===== src/uif_pkg.sv =====
// Behaviour
// - Enable bit 4 allows sleep, resets to 0, writable only with enhanced mode set.
// - Enable bit 5 unmasks received Xoff interrupt, resets 0, needs enhanced mode.
// - Enable bits 6,7 unmask RTS and CTS rising edges under auto flow control.
// - Without enhanced mode, status bits 4,5 and enhanced control bits are ignored.
// - Status read returns only highest pending source; lower ones stay queued.
// - Seven priority codes in status bits 5..0, line status highest, flow lowest.
// - Status bit 0 low while pending, high when idle; wake-up reports idle code.
// - Status bits 7 and 6 both mirror the FIFO enable.
// - Line status interrupt raised by error bits 1..4, cleared by line status read.
// - Receive data interrupt at trigger level, clears once level drops below it.
// - Receive timeout after four characters plus twelve bits, cleared by data read.
// - Transmit ready on trigger or empty, cleared by status read or data write.
// - Modem interrupt raised by modem bits 0..3, cleared by modem status read.
// - Xon/Xoff clears on status read; special char also on next received char.
// - RTS and CTS change interrupts are cleared by a modem status read.
// - Wake-up interrupt on leaving sleep when enabled, cleared by status read.
// - FIFO control bit 0 enables FIFOs; other bits ignored unless it is set.
// - FIFO control bit 1 pulses receive FIFO reset then self-clears.
// - FIFO control bit 2 pulses transmit FIFO reset then self-clears.
// - Bits 5..4 pick transmit trigger 1,4,8,14; needs enhanced mode.
// - Bits 7..6 pick receive trigger 1,4,8,14; interrupt when count crosses it.
// - One shared trigger; the most recently written selection governs both sides.
// - Receive status and interrupt assert at trigger and clear below it together.
package uif_pkg;
  // Register offsets; the status and FIFO control share one address
  localparam logic [2:0] ADDR_IER = 3'h1;
  localparam logic [2:0] ADDR_ISR = 3'h2;
  localparam logic [2:0] ADDR_EFR = 3'h3;
  // Reset values
  localparam logic [7:0] IER_RST = 8'h00;
  localparam logic [7:0] EFR_RST = 8'h00;
  localparam logic [1:0] TRIG_RST = 2'h0;
  // Field positions
  localparam int EFR_ENH = 4;
  localparam int EFR_ARTS = 6;
  localparam int EFR_ACTS = 7;
  localparam int FCR_EN = 0;
  localparam int FCR_RXRST = 1;
  localparam int FCR_TXRST = 2;
  localparam int FCR_WAKE = 3;
  // Status codes, bits 5..0
  localparam logic [5:0] CODE_LSR = 6'h06;
  localparam logic [5:0] CODE_RXTO = 6'h0C;
  localparam logic [5:0] CODE_RXD = 6'h04;
  localparam logic [5:0] CODE_TX = 6'h02;
  localparam logic [5:0] CODE_MSR = 6'h00;
  localparam logic [5:0] CODE_XCH = 6'h10;
  localparam logic [5:0] CODE_FLOW = 6'h20;
  localparam logic [5:0] CODE_NONE = 6'h01;
  // Trigger table
  localparam logic [4:0] TRIG_L0 = 5'h01;
  localparam logic [4:0] TRIG_L1 = 5'h04;
  localparam logic [4:0] TRIG_L2 = 5'h08;
  localparam logic [4:0] TRIG_L3 = 5'h0E;
  // Timeout: characters plus bits
  localparam logic [6:0] TO_CHARS = 7'h04;
  localparam logic [6:0] TO_BITS = 7'h0C;
  // Reported source, one-hot
  typedef enum logic [7:0] {
    SRC_NONE = 8'h01,
    SRC_LSR = 8'h02,
    SRC_RXTO = 8'h04,
    SRC_RXD = 8'h08,
    SRC_TX = 8'h10,
    SRC_MSR = 8'h20,
    SRC_XCH = 8'h40,
    SRC_FLOW = 8'h80
  } uif_src_t;
endpackage


===== src/uif_ctrl.sv =====
// Local design decisions: the register offsets and the address-and-strobe port.
`timescale 1ns/100ps
module uif_ctrl (
  // Clock and reset
  input wire logic core_clk,
  input wire logic rstn,
  // Register port
  input wire logic [2:0] addr,
  input wire logic [7:0] wdata,
  input wire logic wr,
  input wire logic rd,
  output logic [7:0] rdata,
  // Access events from neighbouring registers
  input wire logic lsr_read,
  input wire logic msr_read,
  input wire logic rhr_read,
  input wire logic thr_write,
  // Status from the serial side
  input wire logic [3:0] lsr_err,
  input wire logic [3:0] msr_delta,
  input wire logic [4:0] rx_level,
  input wire logic [4:0] tx_level,
  input wire logic bit_tick,
  input wire logic [3:0] char_bits,
  input wire logic rx_char,
  input wire logic xon_det,
  input wire logic xoff_det,
  input wire logic special_det,
  input wire logic rts_out,
  input wire logic cts_in,
  input wire logic wake_event,
  // Control outputs
  output logic irq,
  output logic sleep_allow,
  output logic fifo_en,
  output logic rx_fifo_reset,
  output logic tx_fifo_reset,
  output logic [4:0] trig_level,
  output logic auto_rts_en,
  output logic auto_cts_en
);
  logic [7:0] interrupt_enable_reg;
  logic [7:0] enhanced_feature_reg;
  logic wake_en;
  logic [1:0] trig_sel;
  logic [1:0] rx_sel_last;
  logic [1:0] tx_sel_last;
  logic enh;
  logic fcr_wr;
  logic isr_rd;
  logic [4:0] trig;
  logic lsr_any;
  logic msr_any;
  logic lsr_any_q, msr_any_q, rts_q, cts_q, tx_below_q, tx_empty_q, ier1_q, filled_past;
  logic lsr_flag, msr_flag, to_flag, tx_flag, xch_flag, spc_flag, flow_flag, wake_flag;
  logic [6:0] to_cnt;
  logic [6:0] to_limit;
  logic tx_below;
  logic tx_set;
  logic rx_hit;
  logic p_lsr, p_to, p_rxd, p_tx, p_msr, p_xch, p_flow, any_pend;
  uif_pkg::uif_src_t cur;
  logic [5:0] code;

  assign enh = enhanced_feature_reg[uif_pkg::EFR_ENH];
  assign fcr_wr = wr && (addr == uif_pkg::ADDR_ISR);
  assign isr_rd = rd && (addr == uif_pkg::ADDR_ISR);
  assign sleep_allow = interrupt_enable_reg[4];
  assign auto_rts_en = enhanced_feature_reg[uif_pkg::EFR_ARTS];
  assign auto_cts_en = enhanced_feature_reg[uif_pkg::EFR_ACTS];
  assign trig_level = trig;

  // Enable register; upper half locked without enhanced mode
  always_ff @(posedge core_clk or negedge rstn) begin
    if (!rstn) begin
      interrupt_enable_reg <= uif_pkg::IER_RST;
    end else if (wr && addr == uif_pkg::ADDR_IER) begin
      interrupt_enable_reg[3:0] <= wdata[3:0];
      if (enh) begin
        interrupt_enable_reg[7:4] <= wdata[7:4];
      end
    end
  end

  // Enhanced feature register
  always_ff @(posedge core_clk or negedge rstn) begin
    if (!rstn) begin
      enhanced_feature_reg <= uif_pkg::EFR_RST;
    end else if (wr && addr == uif_pkg::ADDR_EFR) begin
      enhanced_feature_reg <= wdata;
    end
  end

  // FIFO control; bit 0 must be set for the rest to land
  always_ff @(posedge core_clk or negedge rstn) begin
    if (!rstn) begin
      fifo_en <= 1'b0;
      wake_en <= 1'b0;
      trig_sel <= uif_pkg::TRIG_RST;
      rx_sel_last <= uif_pkg::TRIG_RST;
      tx_sel_last <= uif_pkg::TRIG_RST;
    end else if (fcr_wr) begin
      fifo_en <= wdata[uif_pkg::FCR_EN];
      if (wdata[uif_pkg::FCR_EN]) begin
        rx_sel_last <= wdata[7:6];
        if (enh) begin
          wake_en <= wdata[uif_pkg::FCR_WAKE];
          tx_sel_last <= wdata[5:4];
        end
        // A changed field is the newer choice; receive wins a tie
        if (wdata[7:6] != rx_sel_last) begin
          trig_sel <= wdata[7:6];
        end else if (enh && wdata[5:4] != tx_sel_last) begin
          trig_sel <= wdata[5:4];
        end
      end
    end
  end

  // Self-clearing FIFO resets, one cycle each
  always_ff @(posedge core_clk or negedge rstn) begin
    if (!rstn) begin
      rx_fifo_reset <= 1'b0;
      tx_fifo_reset <= 1'b0;
    end else begin
      rx_fifo_reset <= fcr_wr && wdata[uif_pkg::FCR_EN] && wdata[uif_pkg::FCR_RXRST];
      tx_fifo_reset <= fcr_wr && wdata[uif_pkg::FCR_EN] && wdata[uif_pkg::FCR_TXRST];
    end
  end

  // Trigger lookup; without FIFOs a single character triggers
  always_comb begin
    trig = uif_pkg::TRIG_L0;
    if (fifo_en) begin
      unique case (trig_sel)
        2'h0: trig = uif_pkg::TRIG_L0;
        2'h1: trig = uif_pkg::TRIG_L1;
        2'h2: trig = uif_pkg::TRIG_L2;
        2'h3: trig = uif_pkg::TRIG_L3;
      endcase
    end
  end

  assign lsr_any = |lsr_err;
  assign msr_any = |msr_delta;
  assign rx_hit = rx_level >= trig;
  assign tx_below = tx_level < trig;
  // Fall below trigger, or empty after a reload that never passed it
  assign tx_set = (tx_below && !tx_below_q)
                  || (tx_level == 5'h00 && !tx_empty_q && !filled_past)
                  || (tx_level == 5'h00 && tx_below_q && tx_empty_q && interrupt_enable_reg[1] && !ier1_q);

  // Edge history for event sources
  always_ff @(posedge core_clk or negedge rstn) begin
    if (!rstn) begin
      lsr_any_q <= 1'b0;
      msr_any_q <= 1'b0;
      rts_q <= 1'b0;
      cts_q <= 1'b0;
      tx_below_q <= 1'b1;
      tx_empty_q <= 1'b1;
      ier1_q <= 1'b0;
      filled_past <= 1'b0;
    end else begin
      lsr_any_q <= lsr_any;
      msr_any_q <= msr_any;
      rts_q <= rts_out;
      cts_q <= cts_in;
      tx_below_q <= tx_below;
      tx_empty_q <= tx_level == 5'h00;
      ier1_q <= interrupt_enable_reg[1];
      if (!tx_below) begin
        filled_past <= 1'b1;
      end else if (tx_level == 5'h00) begin
        filled_past <= 1'b0;
      end
    end
  end

  // Timeout in bit times; restarts on any receive activity
  assign to_limit = 7'(TO_MUL(char_bits)) + uif_pkg::TO_BITS;
  function automatic logic [6:0] TO_MUL(input logic [3:0] bits);
    TO_MUL = 7'({3'h0, bits} * uif_pkg::TO_CHARS);
  endfunction

  always_ff @(posedge core_clk or negedge rstn) begin
    if (!rstn) begin
      to_cnt <= 7'h00;
    end else if (rx_char || rhr_read || rx_level == 5'h00) begin
      to_cnt <= 7'h00;
    end else if (bit_tick && to_cnt != to_limit) begin
      to_cnt <= to_cnt + 7'h01;
    end
  end

  // Sticky sources; a new event beats a same-cycle clear, except the timeout, where a same-cycle data read wins
  always_ff @(posedge core_clk or negedge rstn) begin
    if (!rstn) begin
      lsr_flag <= 1'b0;
      msr_flag <= 1'b0;
      to_flag <= 1'b0;
      tx_flag <= 1'b0;
    end else begin
      lsr_flag <= (lsr_any && !lsr_any_q) || (lsr_flag && !lsr_read);
      msr_flag <= (msr_any && !msr_any_q) || (msr_flag && !msr_read);
      to_flag <= (bit_tick && to_cnt == to_limit - 7'h01 && !rx_char && !rhr_read && rx_level != 5'h00)
                 || (to_flag && !rhr_read);
      tx_flag <= tx_set || (tx_flag && !thr_write && !(isr_rd && cur == uif_pkg::SRC_TX));
    end
  end

  // Enhanced sources, armed only in enhanced mode
  always_ff @(posedge core_clk or negedge rstn) begin
    if (!rstn) begin
      xch_flag <= 1'b0;
      spc_flag <= 1'b0;
      flow_flag <= 1'b0;
      wake_flag <= 1'b0;
    end else begin
      xch_flag <= (enh && interrupt_enable_reg[5] && (xoff_det || xon_det))
                  || (xch_flag && !(isr_rd && cur == uif_pkg::SRC_XCH));
      spc_flag <= (enh && interrupt_enable_reg[5] && special_det)
                  || (spc_flag && !rx_char && !(isr_rd && cur == uif_pkg::SRC_XCH));
      flow_flag <= (enh && enhanced_feature_reg[uif_pkg::EFR_ARTS] && interrupt_enable_reg[6] && rts_out && !rts_q)
                   || (enh && enhanced_feature_reg[uif_pkg::EFR_ACTS] && interrupt_enable_reg[7] && cts_in && !cts_q)
                   || (flow_flag && !msr_read);
      wake_flag <= (enh && wake_en && wake_event)
                   || (wake_flag && !(isr_rd && cur == uif_pkg::SRC_NONE));
    end
  end

  // Pending after masks; enhanced status ignored outside enhanced mode
  assign p_lsr = lsr_flag && interrupt_enable_reg[2];
  assign p_to = to_flag && interrupt_enable_reg[0];
  assign p_rxd = rx_hit && interrupt_enable_reg[0];
  assign p_tx = tx_flag && interrupt_enable_reg[1];
  assign p_msr = msr_flag && interrupt_enable_reg[3];
  assign p_xch = (xch_flag || spc_flag) && enh;
  assign p_flow = flow_flag && enh;
  assign any_pend = p_lsr || p_to || p_rxd || p_tx || p_msr || p_xch || p_flow;

  // Priority encoder; lower sources simply wait their turn
  always_comb begin
    if (p_lsr) begin
      cur = uif_pkg::SRC_LSR;
    end else if (p_to) begin
      cur = uif_pkg::SRC_RXTO;
    end else if (p_rxd) begin
      cur = uif_pkg::SRC_RXD;
    end else if (p_tx) begin
      cur = uif_pkg::SRC_TX;
    end else if (p_msr) begin
      cur = uif_pkg::SRC_MSR;
    end else if (p_xch) begin
      cur = uif_pkg::SRC_XCH;
    end else if (p_flow) begin
      cur = uif_pkg::SRC_FLOW;
    end else begin
      cur = uif_pkg::SRC_NONE;
    end
  end

  // Source to status code
  always_comb begin
    unique case (cur)
      uif_pkg::SRC_LSR: code = uif_pkg::CODE_LSR;
      uif_pkg::SRC_RXTO: code = uif_pkg::CODE_RXTO;
      uif_pkg::SRC_RXD: code = uif_pkg::CODE_RXD;
      uif_pkg::SRC_TX: code = uif_pkg::CODE_TX;
      uif_pkg::SRC_MSR: code = uif_pkg::CODE_MSR;
      uif_pkg::SRC_XCH: code = uif_pkg::CODE_XCH;
      uif_pkg::SRC_FLOW: code = uif_pkg::CODE_FLOW;
      uif_pkg::SRC_NONE: code = uif_pkg::CODE_NONE;
    endcase
  end

  // Read data valid only the cycle after the strobe
  always_ff @(posedge core_clk or negedge rstn) begin
    if (!rstn) begin
      rdata <= 8'h00;
    end else if (rd) begin
      unique case (addr)
        uif_pkg::ADDR_IER: rdata <= interrupt_enable_reg;
        uif_pkg::ADDR_ISR: rdata <= {fifo_en, fifo_en, code};
        uif_pkg::ADDR_EFR: rdata <= enhanced_feature_reg;
        default: rdata <= 8'h00;
      endcase
    end else begin
      rdata <= 8'h00;
    end
  end

  // Interrupt line; wake-up drives it though it shows the idle code
  always_ff @(posedge core_clk or negedge rstn) begin
    if (!rstn) begin
      irq <= 1'b0;
    end else begin
      irq <= any_pend || wake_flag;
    end
  end
endmodule


===== config.mk =====
export PLATFORM = sky130hd
export DESIGN_NAME = uif_ctrl
export DESIGN_NICKNAME = d
export VERILOG_FILES = /design/src/uif_pkg.sv /design/src/uif_ctrl.sv
export SDC_FILE = /design/constraint.sdc
export NUM_CORES = 1
export LEC_CHECK = 0
export BUFFER_PORTS_ARGS = -buffer_cell sky130_fd_sc_hd__buf_2
export CORE_ASPECT_RATIO = 1.2
export CORE_MARGIN = 1.5
export CORE_UTILIZATION = 45
export DETAILED_ROUTE_END_ITERATION = 10
export PLACE_DENSITY_LB_ADDON = 0.08
export SLEW_MARGIN = 20
export SYNTH_ARGS = -nofsm -noshare
export SYNTH_HDL_FRONTEND = slang
export SYNTH_SLANG_ARGS = --single-unit

===== constraint.sdc =====
create_clock -name core_clk -period 3.9 [get_ports core_clk]
set_input_delay 0 -clock core_clk [delete_from_list [all_inputs] [get_ports core_clk]]
set_output_delay 0 -clock core_clk [all_outputs]
set_load 0.02 [all_outputs]

== Yosys cells after proc, flatten, opt, wreduce, memory -nomap -nowiden ==
Cells that the tools add are included.
Word-level totals
  bits in writable memories: 0
  bits in latches: 0
  output and inout bits: 20
  memory bits (read-only): 0
  memories kept: 0
  register bits after elaboration: 58
Operators by class
  $add $sub $neg: 3
  div/mod/pow operators: 0
  eq/ne operators: 19
  shifts and indexed selects: 0
  bitwise logic cells: 0
  $lt $le $gt $ge: 2
  muxes and demuxes: 18
  reduce and logical (&&, ||, !) cells: 105
  multipliers: 0
Operators by type and width (count)
  $mux 8: 8
  $logic_and 1x1->1: 55
  $pmux 6 s8: 1
  $pmux 8 s3: 1
  $logic_or 1x1->1: 22
  $pmux 5 s4: 1
  $logic_not 1->1: 16
  $mux 7: 2
  $logic_not 5->1: 2
  $eq 8x1->1 const B: 1
  $eq 8x2->1 const B: 1
  $eq 8x3->1 const B: 1
  $eq 8x4->1 const B: 1
  $eq 8x5->1 const B: 1
  $eq 8x6->1 const B: 1
  $eq 8x7->1 const B: 1
  $eq 8x8->1 const B: 1
  $reduce_or 4->1: 2
  $add 6x4->7 const B: 1
  $add 7x1->7 const B: 1
  $eq 7x7->1: 1
  $ne 7x7->1: 1
  $sub 7x1->7 const B: 1
  $eq 3x2->1 const B: 2
  other kinds (15): 22

== Logic depth before layout (Yosys ltp) ==
Gate-level depths: netlist of the first run.
  word-level depth: 13
  mapped depth: 9
  depth with buffers taken out: 9

== Worst setup path after synthesis of the first run ==
OpenSTA, ideal clock, no wires.
  kind: register -> register
  start: register fifo_en
  end: register spc_flag
  period minus slack after synthesis: 2352 ps
  stages on the path, launching flop included: 10
  slack: 1548 ps
  data required time: 3778 ps
  arrival time: 2230 ps
  cell sequence: dfrtp_1 > nand2_1 > inv_1 > nand2_1 > ha_1 > nand4b_1 > o22ai_1 > o41ai_2 > nand3_1 > a32o_1
Between the ends
  longest elaborated chain between the ends: 11
RTL lines
  from (decl): RTL line uif_ctrl.sv:35  | output logic fifo_en,
  from (signal assigned): RTL line uif_ctrl.sv:103  | fifo_en <= wdata[uif_pkg::FCR_EN];
  $mux 5: RTL line uif_ctrl.sv:134  | if (fifo_en) begin
  named net trig_level[3]: RTL line uif_ctrl.sv:38  | output logic [4:0] trig_level,
  $ge 5x5->1: RTL line uif_ctrl.sv:146  | assign rx_hit = rx_level >= trig;
  $logic_and 1x1->1: RTL line uif_ctrl.sv:235  | assign p_rxd = rx_hit && interrupt_enable_reg[0];
  $mux 8: RTL line uif_ctrl.sv:248  | end else if (p_rxd) begin
  $mux 8: RTL line uif_ctrl.sv:246  | end else if (p_to) begin
  $mux 8: RTL line uif_ctrl.sv:244  | if (p_lsr) begin
  $eq 8x7->1: RTL line uif_ctrl.sv:223  | || (spc_flag && !rx_char && !(isr_rd && cur == uif_pkg::SRC_XCH));
  $logic_and 1x1->1: RTL line uif_ctrl.sv:223
  $logic_not 1->1: RTL line uif_ctrl.sv:223
  $logic_and 1x1->1: RTL line uif_ctrl.sv:223
  $logic_or 1x1->1: RTL line uif_ctrl.sv:223
  to (signal assigned): RTL line uif_ctrl.sv:222  | spc_flag <= (enh && interrupt_enable_reg[5] && special_det)
  to (decl): RTL line uif_ctrl.sv:55  | logic lsr_flag, msr_flag, to_flag, tx_flag, xch_flag, spc_flag, flow_flag, wake_flag;
The timed path passes the listed nets, and every way through them passes these cells.
A chain may end at the register's enable or synchronous reset.

== Worst setup path in the final report of the first run ==
  start: register fifo_en
  end: register spc_flag
Between the ends
  longest elaborated chain between the ends: 11
RTL lines (RTL line)
  $mux 5: uif_ctrl.sv:134
  $ge 5x5->1: uif_ctrl.sv:146
  $logic_and 1x1->1: uif_ctrl.sv:235
  $mux 8: uif_ctrl.sv:248
  $mux 8: uif_ctrl.sv:246
  $mux 8: uif_ctrl.sv:244
  $eq 8x7->1: uif_ctrl.sv:223
  $logic_and 1x1->1: uif_ctrl.sv:223
  $logic_not 1->1: uif_ctrl.sv:223
  $logic_and 1x1->1: uif_ctrl.sv:223
  $logic_or 1x1->1: uif_ctrl.sv:223
Every way passes these cells.

==> results of run 1 <==
-- worst reg2reg max path, cell delays in order (launching register included) --
cell and delay, ns:
sky130_fd_sc_hd__dfrtp_1 0.44, sky130_fd_sc_hd__nand2_1 0.13, sky130_fd_sc_hd__inv_1 0.10, sky130_fd_sc_hd__nand2_1 0.09, sky130_fd_sc_hd__ha_1 0.28, sky130_fd_sc_hd__nand4b_1 0.09
sky130_fd_sc_hd__o22ai_1 0.10, sky130_fd_sc_hd__o41ai_2 0.58, sky130_fd_sc_hd__nand3_1 0.29, sky130_fd_sc_hd__a32o_1 0.28
-- timing repair --
| item | CTS | global route |
|---|---|---|
| endpoints found under the setup margin | 0 | 0 |
| hold buffers | 29 | 0 |
| endpoints found under the hold margin | 94 | 0 |
-- final timing paths --
path / slack, ns / depth (start not counted) / start / end
min in group asynchronous: 0.32 / 3 / rstn / to_cnt[2]
worst min-delay path: 0.02 / 4 / wake_event / wake_flag
worst max register to register: 1.42 / 9 / fifo_en / spc_flag
worst min register to register: 0.51 / 2 / filled_past / filled_past
max in group asynchronous: 3.07 / 3 / rstn / fifo_en
worst max-delay path: 1.42 / 9 / fifo_en / spc_flag
-- metrics by stage --
step           instances  worst slack, ns  area [µm²]  utilization [%]
4_1_cts              479             1.40        3970             61.2
3_5_place_dp         435             1.41        3470             53.5
2_1_floorplan        287             1.55        3050                -
5_1_grt              479             1.13        3970             61.2
3_3_place_gp         435             1.47        3470             53.5
6_report             479             1.42        3970             61.2
-- cell families (layout without fill, tap and decap cells) --
family          after synthesis  after routing  share of synthesized area [%]
compound gates               58             58                           13.3
simple gates                 92             92                           16.0
other cells                   1              1                          0.123
mux                          29             29                           10.5
fa+ha+maj                    11             11                           4.51
buf+inv                      22            129                           2.91
xor+xnor                     16             16                           5.09
flops                        58             58                           47.7
-- power groups by stage --
stage,Sequential (µW),Combinational [µW],Clock (µW)
after floorplan,768,233,0
after global placement,773,354,0
after detailed placement,776,357,0
after CTS,766,381,574
after global routing,779,424,597
final,767,377,563
-- layer usage --
layer  routed length, µm  part of all wire [%]  up-vias
met2                3140                    47       65
met5                   0                     0        -
met3                 305                   4.6        8
met4                  93                   1.4        0
met1                3130                    47     1178
li1                    -                     -     1226
-- synthesized netlist by cell type (all sizes together) (2+ instances only) --
cell    count  area [µm²]
a22o        2        17.5
a211o       2        17.5
buf         3        17.5
nor2b       7        43.8
mux2       23         259
o21ai      18        93.8
nand2      29         109
clkbuf      2        7.51
inv        17        63.8
nand3       9        45.0
nand4       2        12.5
or4         3        22.5
o21a        2        15.0
dfrtp      56        1400
a211oi      2        15.0
nor2       14        52.6
nor3b       4        30.0
nand2b      4        25.0
dfstp       2        52.6
and4b       2        20.0
o31ai       2        15.0
or3         5        31.3
xor2       10        95.1
nand4b      2        17.5
mux2i       6        60.1
nand3b      2        15.0
and2        5        31.3
ha         11         138
o41ai       4        68.8
a31oi       2        12.5
a21oi      14        70.1
xnor2       6        60.1
o22ai       4        25.0
-- cell usage in the layout, fill, tap and decap left out, types with 5 or more instances in the layout --
cell	instances
sky130_fd_sc_hd__mux2i_1	6
sky130_fd_sc_hd__xnor2_1	5
sky130_fd_sc_hd__nand3_1	9
sky130_fd_sc_hd__and2_1	5
sky130_fd_sc_hd__inv_1	17
sky130_fd_sc_hd__ha_1	11
sky130_fd_sc_hd__dlygate4sd3_1	29
sky130_fd_sc_hd__dfrtp_1	56
sky130_fd_sc_hd__clkbuf_8	12
sky130_fd_sc_hd__xor2_1	9
sky130_fd_sc_hd__nor2_1	14
sky130_fd_sc_hd__a21oi_1	14
sky130_fd_sc_hd__buf_2	67
sky130_fd_sc_hd__nor2b_1	7
sky130_fd_sc_hd__mux2_2	23
sky130_fd_sc_hd__nand2_1	29
sky130_fd_sc_hd__or3_1	5
sky130_fd_sc_hd__o21ai_0	17
-- cell type report --
class | count | area [µm²]
Clock buffer | 13 | 169
Tap cell | 85 | 106
Fill cell | 594 | 2520
Sequential cell | 58 | 1450
Multi-Input combinational cell | 207 | 1510
Inverter | 17 | 63.8
Clock inverter | 2 | 35.0
Timing Repair Buffer | 97 | 633
==> results.rst, run 1 <==
.. list-table::
   :header-rows: 1

   * - Metric
     - Value
   * - Result of the run
     - completed
   * - Setup violation total in the final timing report
     - 0
   * - Routed wire per std cell
     - 13.9 µm
   * - Fin Hold WS
     - 0.0178 ns
   * - Number of flip-flops and latches in the synthesized netlist
     - 58
   * - Antenna violations before repair
     - 0
   * - Total via count after detailed routing
     - 2477
   * - Post-route clock skew
     - 0.0112 ns
   * - Cell class contributing the biggest share of worst-path delay
     - compound AO/OA/AOI/OAI gates
   * - Final worst-path cycle share
     - 63.6%
   * - TritonCTS sink count
     - 58
   * - GR peak layer
     - met2
   * - Top Ports
     - 69
   * - Switching power
     - 489 µW
   * - Count of routing violations after the opening detailed-route iteration
     - 106
   * - Cells traversed along the worst timing path
     - nand2_1 > inv_1 > nand2_1 > ha_1 > nand4b_1 > o22ai_1 > o41ai_2 > nand3_1 > a32o_1
   * - Number of flops mapped to enable cells by yosys
     - 0
   * - Wire length reported by the detailed router
     - 6660 µm
   * - Gate count of the mapped netlist
     - 287
   * - Hold Fails Final Rpt
     - 0
   * - RSZ-0062 raised after global routing
     - false
   * - Std-Cell Core Area
     - 6490 µm²
   * - PnR Total Power
     - 1710 µW
   * - Post-synth net total
     - 347
   * - Worst path required time
     - 4.12 ns
   * - Worst skew pair latency
     - 0.33 ns
   * - Share of final-layout standard cells stronger than drive strength 1
     - 28.9%
   * - Total congestion overflow
     - 0
   * - Yosys warnings
     - 0
   * - Met2 usage
     - 33.2%
   * - Die X
     - 78.1 µm
   * - Post-synthesis async set-or-reset flop share
     - 100%
   * - Met3 routing resource usage after global routing
     - 4.39%
   * - Starting utilization of the core area
     - 47.0%
   * - Fraction of the yosys area taken by sequential cells
     - 47.7%
   * - Minimum period implied by the final worst setup slack
     - 2.48 ns
   * - Start-to-end type of the worst setup path
     - flop to flop
   * - Combinational cell fraction of total power
     - 22.1%
   * - Full die area
     - 7280 µm²
   * - Sw Share
     - 28.6%
   * - Leakage power summed over all cells
     - 0.00186 µW
   * - Count of unresolved DRC violations after routing
     - 0
   * - Slew HR
     - 52.2%
   * - Share of total power in sequential cells
     - 44.9%
   * - CP arrival
     - 2.70 ns
   * - Most repeated library cell on the critical path
     - sky130_fd_sc_hd__nand2_1
   * - Buffers from clock root to sink, at most
     - 2
   * - Maximum level of the CTS H-tree
     - 3
   * - Max Cap Viol
     - 0
   * - Slew at the pin closest to its max-slew limit
     - 0.709 ns
   * - CTS tree
     - built
   * - Count of different cell masters after synthesis
     - 50
   * - Internal cell power
     - 1220 µW
   * - Element type at the critical path start
     - flop
   * - Number of global-route vias before repair
     - 2388
   * - Max incr delay on CP
     - 0.58 ns
   * - TritonCTS Buffers
     - 9
   * - Highest achievable clock rate
     - 403 MHz
   * - Post-Syn Area
     - 3050 µm²
   * - Length of the first detailed-routing pass in iterations
     - 4
   * - Input/output buffers
     - 67
   * - Count of buffers added by post-CTS timing repair for setup
     - 0
   * - Clock-pin slew of the registers on the worst-case setup and hold paths
     - 0.06 ns
   * - DIE HEIGHT
     - 93.2 µm
   * - Fraction of power consumed by the clock network
     - 33.0%
   * - GRT met1 Usage
     - 25.5%
   * - Via density
     - 5.17
   * - Number of pins exceeding their max-slew limit in the final report
     - 0
   * - Setup TNS
     - 0 ns
   * - Total number of placement rows
     - 32
   * - Net count, final
     - 450
   * - Global router's overall resource usage
     - 19.9%
   * - Remaining antenna violation count
     - 0
   * - Kind of path behind the tightest hold check
     - input port to flop
   * - Clock tree root buffer cell
     - sky130_fd_sc_hd__clkbuf_8
   * - Global-route wire length before repair
     - 11200 µm
   * - Sort of element at the end of the critical path
     - flop
   * - WP buf/inv
     - 1
   * - Largest driver fanout on the critical path
     - 7
   * - Peak VDD IR
     - 0.275 mV
   * - Avg Synthesized Cell Area
     - 10.6 µm²
   * - Resize count post-CTS
     - 0
   * - Synth-to-Final Area Change
     - 30.1%
   * - Pin count of the biggest net entering global routing
     - 59
   * - Weighted congestion at the end of routability-driven global placement
     - 0.773
   * - Standard cell with the maximum stage delay on the critical path
     - sky130_fd_sc_hd__o41ai_2
   * - Number of antenna repair diodes
     - 0
   * - Main flop type after synthesis
     - sky130_fd_sc_hd__dfrtp_1
   * - Post-detail-place hpwl
     - 4900 µm
   * - Power per cell area
     - 430 nW/µm²
(Power assumes the default switching activity.)
==> run 2: changes to the inputs <==
Settings changed: ABC_AREA set to 1.
Clock period 3.9 ns to 2.6 ns, I/O delays scaled along.
==> run 2 against run 1 <==
Routed wire length grew 16%. Flip-flop and latch count is the same. Register-to-register slack lost 1.2 ns. Critical endpoint unchanged. Utilization shrank 1.4 points. Sequential share of layout area shrank 1.1 points. Final cell count grew 25%.
==> results.rst, run 2 <==
.. list-table::
   :header-rows: 1

   * - Metric
     - Value
   * - Worst path required time
     - 2.81 ns (was 4.12 ns)
   * - Via density
     - 4.89 (was 5.17)
   * - Starting utilization of the core area
     - 46.7% (was 47.0%)
   * - Fraction of power consumed by the clock network
     - 30.4% (was 33.0%)
   * - Post-synthesis async set-or-reset flop share
     - 100% (unchanged)
   * - Routed wire per std cell
     - 12.9 µm (was 13.9 µm)
   * - Std-Cell Core Area
     - 6850 µm² (was 6490 µm²)
   * - Wire length reported by the detailed router
     - 7730 µm (was 6660 µm)
   * - Area fraction of the dominant cell type after synthesis
     - 43.8% (was 46.0%)
   * - Total congestion overflow
     - 0 (unchanged)
   * - Post-synth net total
     - 465 (was 347)
   * - Gate count of the mapped netlist
     - 405 (was 287)
   * - TritonCTS sink count
     - 58 (unchanged)
   * - Number of instances on the worst hold path
     - 3 (was 4)
   * - Number of global-route vias before repair
     - 2820 (was 2388)
   * - Weighted congestion at the end of routability-driven global placement
     - 0.939 (was 0.773)
   * - Worst Setup Slack, final
     - 0.218 ns (was 1.42 ns)
   * - Switching power
     - 777 µW (was 489 µW)
   * - Setup TNS
     - 0 ns (unchanged)
   * - Post-Syn Area
     - 3200 µm² (was 3050 µm²)
   * - Clock tree root buffer cell
     - sky130_fd_sc_hd__clkbuf_8 (unchanged)
   * - Top-count cell post-synth
     - sky130_fd_sc_hd__nand2_1 (was sky130_fd_sc_hd__dfrtp_1)
   * - Die X
     - 80 µm (was 78.1 µm)
   * - Final worst-path cycle share
     - 91.6% (was 63.6%)
   * - Fin Hold WS
     - 0.0298 ns (was 0.0178 ns)
   * - RSZ-0062 raised after global routing
     - false (unchanged)
   * - Count of different cell masters after synthesis
     - 37 (was 50)
   * - CP arrival
     - 2.59 ns (was 2.70 ns)
   * - Buffers from clock root to sink, at most
     - 2 (unchanged)
   * - Count of unresolved DRC violations after routing
     - 0 (unchanged)
   * - Global router's overall resource usage
     - 21.6% (was 19.9%)
   * - Sw Share
     - 32.0% (was 28.6%)
   * - Result of the run
     - completed (unchanged)
   * - Avg Synthesized Cell Area
     - 7.91 µm² (was 10.6 µm²)
   * - Total number of placement rows
     - 33 (was 32)
   * - Commonest cells after routing, fill and taps aside
     - sky130_fd_sc_hd__nand2_1, sky130_fd_sc_hd__buf_2, sky130_fd_sc_hd__inv_1, sky130_fd_sc_hd__dfrtp_1, sky130_fd_sc_hd__dlygate4sd3_1 (was sky130_fd_sc_hd__buf_2, sky130_fd_sc_hd__dfrtp_1, sky130_fd_sc_hd__nand2_1, sky130_fd_sc_hd__dlygate4sd3_1, sky130_fd_sc_hd__mux2_2)
   * - Hold Fails Final Rpt
     - 0 (unchanged)
   * - Slew at the pin closest to its max-slew limit
     - 0.549 ns (was 0.709 ns)
   * - Minimum period implied by the final worst setup slack
     - 2.38 ns (was 2.48 ns)
   * - Remaining antenna violation count
     - 0 (unchanged)
   * - Start-to-end type of the worst setup path
     - flop to flop (unchanged)
   * - Internal cell power
     - 1650 µW (was 1220 µW)
   * - Power per cell area
     - 591 nW/µm² (was 430 nW/µm²)
   * - Maximum level of the CTS H-tree
     - 3 (unchanged)
   * - Worst r2r path cells
     - 15 (was 9)
   * - Element type at the critical path start
     - flop (unchanged)
   * - Max Cap Viol
     - 0 (unchanged)
   * - Count of buffers added by post-CTS timing repair for setup
     - 0 (unchanged)
   * - Worst skew pair latency
     - 0.33 ns (about the same)
   * - DIE HEIGHT
     - 95.4 µm (was 93.2 µm)
   * - Net count, final
     - 567 (was 450)
   * - Synth-to-Final Area Change
     - 28.0% (was 30.1%)
   * - Top Ports
     - 69 (unchanged)
   * - Dominant cell type by area after synthesis
     - sky130_fd_sc_hd__dfrtp_1 (unchanged)
   * - Input/output buffers
     - 67 (unchanged)
   * - Fraction of the yosys area taken by sequential cells
     - 45.4% (was 47.7%)
   * - Share of total power in sequential cells
     - 46.6% (was 44.9%)
   * - Number of standard cells in the layout, taps in and fillers out
     - 598 (was 479)
   * - Combinational cell fraction of total power
     - 23.0% (was 22.1%)
   * - Kind of path behind the tightest hold check
     - input port to flop (unchanged)
   * - Main flop type after synthesis
     - sky130_fd_sc_hd__dfrtp_1 (unchanged)
   * - Highest achievable clock rate
     - 420 MHz (was 403 MHz)
   * - Number of pins exceeding their max-slew limit in the final report
     - 0 (unchanged)
   * - Yosys warnings
     - 0 (unchanged)
   * - Number of flip-flops and latches in the synthesized netlist
     - 58 (unchanged)
   * - Clock-pin slew of the registers on the worst-case setup and hold paths
     - 0.06 ns (about the same)
   * - Leakage power summed over all cells
     - 0.00222 µW (was 0.00186 µW)
   * - Total instance count after detailed placement
     - 554 (was 435)
   * - Dpl ws
     - 0.639 ns (was 1.41 ns)
   * - Antenna violations before repair
     - 0 (unchanged)
   * - Slew HR
     - 63.4% (was 52.2%)
   * - Number of antenna repair diodes
     - 0 (unchanged)
   * - Pin count of the biggest net entering global routing
     - 35 (was 59)
   * - TritonCTS Buffers
     - 9 (unchanged)
   * - Total via count after detailed routing
     - 2926 (was 2477)
   * - Largest driver fanout on the critical path
     - 5 (was 7)
   * - Commonest non-fill, non-tap cell in the layout
     - sky130_fd_sc_hd__nand2_1 (was sky130_fd_sc_hd__buf_2)
   * - Post-detail-place hpwl
     - 5740 µm (was 4900 µm)
   * - Post-route clock skew
     - 0.00580 ns (was 0.0112 ns)
   * - Number of flops mapped to enable cells by yosys
     - 0 (unchanged)
   * - Full die area
     - 7630 µm² (was 7280 µm²)
   * - Dominant cells by area after synthesis
     - sky130_fd_sc_hd__dfrtp_1, sky130_fd_sc_hd__nand2_1, sky130_fd_sc_hd__inv_1 (was sky130_fd_sc_hd__dfrtp_1, sky130_fd_sc_hd__mux2_2, sky130_fd_sc_hd__ha_1)
   * - Count of routing violations after the opening detailed-route iteration
     - 162 (was 106)
   * - CTS tree
     - built (unchanged)
   * - Peak VDD IR
     - 0.353 mV (was 0.275 mV)
   * - Ranking of synthesized cells by instance count
     - sky130_fd_sc_hd__nand2_1, sky130_fd_sc_hd__inv_1, sky130_fd_sc_hd__dfrtp_1 (was sky130_fd_sc_hd__dfrtp_1, sky130_fd_sc_hd__nand2_1, sky130_fd_sc_hd__mux2_2)
   * - Setup violation total in the final timing report
     - 0 (unchanged)
   * - Global-route wire length before repair
     - 12600 µm (was 11200 µm)
   * - Length of the first detailed-routing pass in iterations
     - 4 (unchanged)
   * - Share of final-layout standard cells stronger than drive strength 1
     - 22.3% (was 28.9%)
   * - Sort of element at the end of the critical path
     - flop (unchanged)
-- run 2: path summary, 6_finish.rpt --
kind,from,to,slack (ns)
setup / recovery,fifo_en,spc_flag,0.22
hold / removal,wr,tx_fifo_reset,0.03
setup reg to reg,fifo_en,spc_flag,0.22
hold reg to reg,wake_flag,irq,0.46
max in group asynchronous,rstn,fifo_en,1.54
min in group asynchronous,rstn,filled_past,0.19
-- run 2: worst max-delay path, stage by stage, from the launching register on --
cell	delay, ns
sky130_fd_sc_hd__dfrtp_2	0.44
sky130_fd_sc_hd__nand2_2	0.11
sky130_fd_sc_hd__inv_1	0.09
sky130_fd_sc_hd__nor2_4	0.13
sky130_fd_sc_hd__ha_1	0.23
sky130_fd_sc_hd__inv_1	0.05
sky130_fd_sc_hd__nand2_1	0.05
sky130_fd_sc_hd__nand3_1	0.08
sky130_fd_sc_hd__nand2_1	0.06
sky130_fd_sc_hd__nand2_2	0.10
sky130_fd_sc_hd__nand2_2	0.09
sky130_fd_sc_hd__nor2_2	0.10
sky130_fd_sc_hd__nand2_1	0.08
sky130_fd_sc_hd__nand3_1	0.07
sky130_fd_sc_hd__nand2_1	0.04
sky130_fd_sc_hd__dlygate4sd3_1	0.55
-- run 2: area by class of cell --
cell class	count	area, µm²
clock buffer	13	159
clock inverter	2	12.5
fill	658	2760
inverter	67	253
multi-input combinational	274	1480
sequential	58	1460
tap	87	109
timing repair buffer	97	633
-- run 2: metal layers --
layer,up-vias,routed length [µm],track usage (%)
met5,-,0,0
met1,1358,3260,24.8
li1,1502,-,-
met4,0,83,6.03
met2,58,4110,40.4
met3,8,284,4.31
-- run 2: power groups by stage --
stage                     combinational, µW  clock [µW]  sequential, µW
after CTS                               550         753            1120
after floorplan                         313           0            1150
final                                   557         738            1130
after global placement                  503           0            1140
after detailed placement                512           0            1140
after global routing                    637         792            1150
-- run 2: timing repair --
action                                  in CTS  in global routing
hold buffers                                29                  0
endpoints found under the setup margin       0                  1
hold endpoints to repair                    54                  0
gates resized for setup                      0                  8
-- run 2: cell families after synthesis --
family / count (synthesis) / share of synthesized area, %
simple gates: 204 / 30.0
buf+inv: 73 / 9.07
flops: 58 / 45.4
compound gates: 48 / 8.40
fa+ha+maj: 11 / 4.30
xor+xnor: 10 / 2.74
other cells: 1 / 0.117
-- run 2: per-stage QoR --
step	util [%]	cell area, µm²	power, µW
5_1_grt	59.8	4100	2570
2_1_floorplan	-	3200	1460
3_3_place_gp	52.8	3620	1640
6_report	59.8	4100	2420
3_5_place_dp	52.8	3620	1650
4_1_cts	59.5	4080	2430
==> run 3: changes to the inputs <==
Settings changed: CELL_PAD_IN_SITES_DETAIL_PLACEMENT set to 1, CELL_PAD_IN_SITES_GLOBAL_PLACEMENT set to 1, CORE_UTILIZATION 45 to 40.
==> run 3 against run 2 <==
Flip-flop and latch count unchanged. Total power up 0.70%. Critical path depth unchanged.
==> results.rst, run 3 (synthesis results as in run 2) <==
.. list-table::
   :header-rows: 1

   * - Metric
     - Value
   * - Global-route wire length before repair
     - 14900 µm (was 12600 µm)
   * - Worst path required time
     - 2.82 ns (was 2.81 ns)
   * - Count of routing violations after the opening detailed-route iteration
     - 80 (was 162)
   * - Maximum level of the CTS H-tree
     - 3 (unchanged)
   * - TritonCTS Buffers
     - 9 (unchanged)
   * - Number of global-route vias before repair
     - 3246 (was 2820)
   * - Full die area
     - 8550 µm² (was 7630 µm²)
   * - Hold Fails Final Rpt
     - 0 (unchanged)
   * - Std-Cell Core Area
     - 7710 µm² (was 6850 µm²)
   * - Combinational cell fraction of total power
     - 23.2% (was 23.0%)
   * - Worst Setup Slack, final
     - 0.217 ns (was 0.218 ns)
   * - Placed Area
     - 3630 µm² (was 3620 µm²)
   * - Setup violation total in the final timing report
     - 0 (unchanged)
   * - Peak VDD IR
     - 0.437 mV (was 0.353 mV)
   * - Length of the first detailed-routing pass in iterations
     - 4 (unchanged)
   * - Weighted congestion at the end of routability-driven global placement
     - 0.871 (was 0.939)
   * - Worst skew pair latency
     - 0.33 ns (about the same)
   * - Minimum setup slack among reg-to-reg paths
     - 0.22 ns (about the same)
   * - Count of unresolved DRC violations after routing
     - 0 (unchanged)
   * - Post-route clock skew
     - 0.00810 ns (was 0.00580 ns)
   * - DIE HEIGHT
     - 101 µm (was 95.4 µm)
   * - Worst-case hold path end point
     - tx_sel_last[0] (was tx_fifo_reset)
   * - Starting utilization of the core area
     - 41.5% (was 46.7%)
   * - Setup TNS
     - 0 ns (unchanged)
   * - Antenna violations before repair
     - 0 (unchanged)
   * - TritonCTS sink count
     - 58 (unchanged)
   * - Pin count of the biggest net entering global routing
     - 30 (was 35)
   * - Share of final-layout standard cells stronger than drive strength 1
     - 22.9% (was 22.3%)
   * - Total congestion overflow
     - 0 (unchanged)
   * - Dpl ws
     - 0.575 ns (was 0.639 ns)
   * - Start point of the critical path
     - fifo_en (unchanged)
   * - Kind of path behind the tightest hold check
     - input port to flop (unchanged)
   * - Post-detail-place hpwl
     - 6770 µm (was 5740 µm)
   * - Startpoint of the worst-slack reg-to-reg timing path
     - fifo_en (unchanged)
   * - Highest achievable clock rate
     - 420 MHz (about the same)
   * - Remaining antenna violation count
     - 0 (unchanged)
   * - Net count, final
     - 567 (unchanged)
   * - GRT met1 Usage
     - 24.8% (about the same)
   * - Worst r2r path cells
     - 15 (unchanged)
   * - Input/output buffers
     - 67 (unchanged)
   * - Routed wire per std cell
     - 14.7 µm (was 12.9 µm)
   * - Total via count after detailed routing
     - 3038 (was 2926)
   * - Fraction of power consumed by the clock network
     - 30.2% (was 30.4%)
   * - GR peak layer
     - met2 (unchanged)
   * - Start-to-end type of the worst setup path
     - flop to flop (unchanged)
   * - Share of total power in sequential cells
     - 46.5% (was 46.6%)
   * - Switching power
     - 819 µW (was 777 µW)
   * - Max Cap Viol
     - 0 (unchanged)
   * - Number of instances on the worst hold path
     - 3 (unchanged)
   * - Met3 routing resource usage after global routing
     - 4.50% (was 4.31%)
   * - Die X
     - 84.7 µm (was 80 µm)
   * - Result of the run
     - completed (unchanged)
   * - Via density
     - 5.03 (was 4.89)
   * - Clock tree root buffer cell
     - sky130_fd_sc_hd__clkbuf_8 (unchanged)
   * - Clock-pin slew of the registers on the worst-case setup and hold paths
     - 0.07 ns (was 0.06 ns)
   * - Sw Share
     - 33.5% (was 32.0%)
   * - Internal cell power
     - 1620 µW (was 1650 µW)
   * - Total number of placement rows
     - 35 (was 33)
   * - Number of pins exceeding their max-slew limit in the final report
     - 0 (unchanged)
   * - Top Ports
     - 69 (unchanged)
   * - Power per cell area
     - 595 nW/µm² (was 591 nW/µm²)
   * - RSZ-0062 raised after global routing
     - false (unchanged)
   * - CTS tree
     - built (unchanged)
   * - Global router's overall resource usage
     - 22.5% (was 21.6%)
   * - Commonest non-fill, non-tap cell in the layout
     - sky130_fd_sc_hd__nand2_1 (unchanged)
   * - Number of antenna repair diodes
     - 0 (unchanged)
   * - Wire length reported by the detailed router
     - 8890 µm (was 7730 µm)
   * - CP arrival
     - 2.60 ns (was 2.59 ns)
   * - Largest driver fanout on the critical path
     - 5 (unchanged)
   * - Sort of element at the end of the critical path
     - flop (unchanged)
   * - Critical R2R Capture
     - spc_flag (unchanged)
   * - Commonest cells after routing, fill and taps aside
     - sky130_fd_sc_hd__nand2_1, sky130_fd_sc_hd__buf_2, sky130_fd_sc_hd__inv_1, sky130_fd_sc_hd__dfrtp_1, sky130_fd_sc_hd__dlygate4sd3_1 (unchanged)
   * - Synth-to-Final Area Change
     - 28.1% (was 28.0%)
   * - Slew at the pin closest to its max-slew limit
     - 0.566 ns (was 0.549 ns)
   * - Post-route cell area
     - 4100 µm² (about the same)
   * - Element type at the critical path start
     - flop (unchanged)
   * - Hold Path Origin
     - wdata[4] (was wr)
   * - Slew HR
     - 62.2% (was 63.4%)
   * - Buffers from clock root to sink, at most
     - 2 (unchanged)
   * - Minimum period implied by the final worst setup slack
     - 2.38 ns (about the same)
   * - Final worst-path cycle share
     - 91.6% (about the same)
   * - Met2 usage
     - 43.0% (was 40.4%)
   * - Leakage power summed over all cells
     - 0.00223 µW (was 0.00222 µW)
-- run 3: cell count changes in the layout (fill, tap and decap cells not counted), sizes merged --
cell / delta
clkinvlp: +1
clkbuf: -2
buf: +1
clkinv: +2
dlygate4sd3: -1
-- run 3: layout make-up --
type                       count  area [µm²]
multi-input combinational    274        1480
inverter                      67         253
fill                        1013        3600
timing repair buffer          97         631
clock inverter                 5        30.0
clock buffer                  11         141
tap                           92         115
sequential                    58        1460
-- run 3: per-layer routing --
layer	part of all wire, %	vias to the layer above	wire length, µm
li1	-	1496	-
met1	41	1487	3630
met2	55	39	4870
met3	2.4	16	213
met4	2.0	0	174
met5	0	-	0
-- run 3: stage by stage --
stage / power (µW) / util, % / cells / hold slack (ns)
3_5_place_dp: 1670 / 47.1 / 560 / -0.109
6_report: 2440 / 53.2 / 604 / 0.00411
3_3_place_gp: 1650 / 47.1 / 560 / -0.117
5_1_grt: 2590 / 53.2 / 604 / 0.0161
2_1_floorplan: 1460 / - / 405 / -0.296
4_1_cts: 2450 / 53.0 / 604 / 0.00392
-- run 3: power groups by stage --
stage | Clock (µW) | Combinational, µW | Sequential [µW]
6_report | 738 | 567 | 1140
5_1_grt | 794 | 646 | 1150
4_1_cts | 753 | 563 | 1130
3_5_place_dp | 0 | 528 | 1150
3_3_place_gp | 0 | 510 | 1140
2_1_floorplan | 0 | 313 | 1150
-- run 3: worst max-delay path by stage --
stage | slack [ns] | to | cells past startpoint
finish | 0.22 | spc_flag | 15
global route | 0.02 | spc_flag | 15
CTS | 0.03 | spc_flag | 15
detailed placement | 0.58 | spc_flag | 14
global placement | 0.69 | spc_flag | 14
floorplan | 0.37 | spc_flag | 14
-- run 3: critical path, cell delays in order (launching register included) --
cell and delay (ns):
sky130_fd_sc_hd__dfrtp_2 0.45, sky130_fd_sc_hd__nand2_4 0.09, sky130_fd_sc_hd__inv_1 0.06, sky130_fd_sc_hd__nor2_2 0.15, sky130_fd_sc_hd__ha_1 0.25, sky130_fd_sc_hd__inv_1 0.06, sky130_fd_sc_hd__nand2_1 0.04, sky130_fd_sc_hd__nand3_1 0.07
sky130_fd_sc_hd__nand2_1 0.07, sky130_fd_sc_hd__nand2_2 0.09, sky130_fd_sc_hd__nand2_2 0.09, sky130_fd_sc_hd__nor2_2 0.11, sky130_fd_sc_hd__nand2_1 0.08, sky130_fd_sc_hd__nand3_1 0.07, sky130_fd_sc_hd__nand2_1 0.04, sky130_fd_sc_hd__dlygate4sd3_1 0.55
-- run 3: repair_timing --
action                                 CTS  global route
setup endpoints to repair                0             1
buffers inserted                         0             0
resized for setup                        0             8
endpoints found under the hold margin   88             0
hold buffers                            28             0
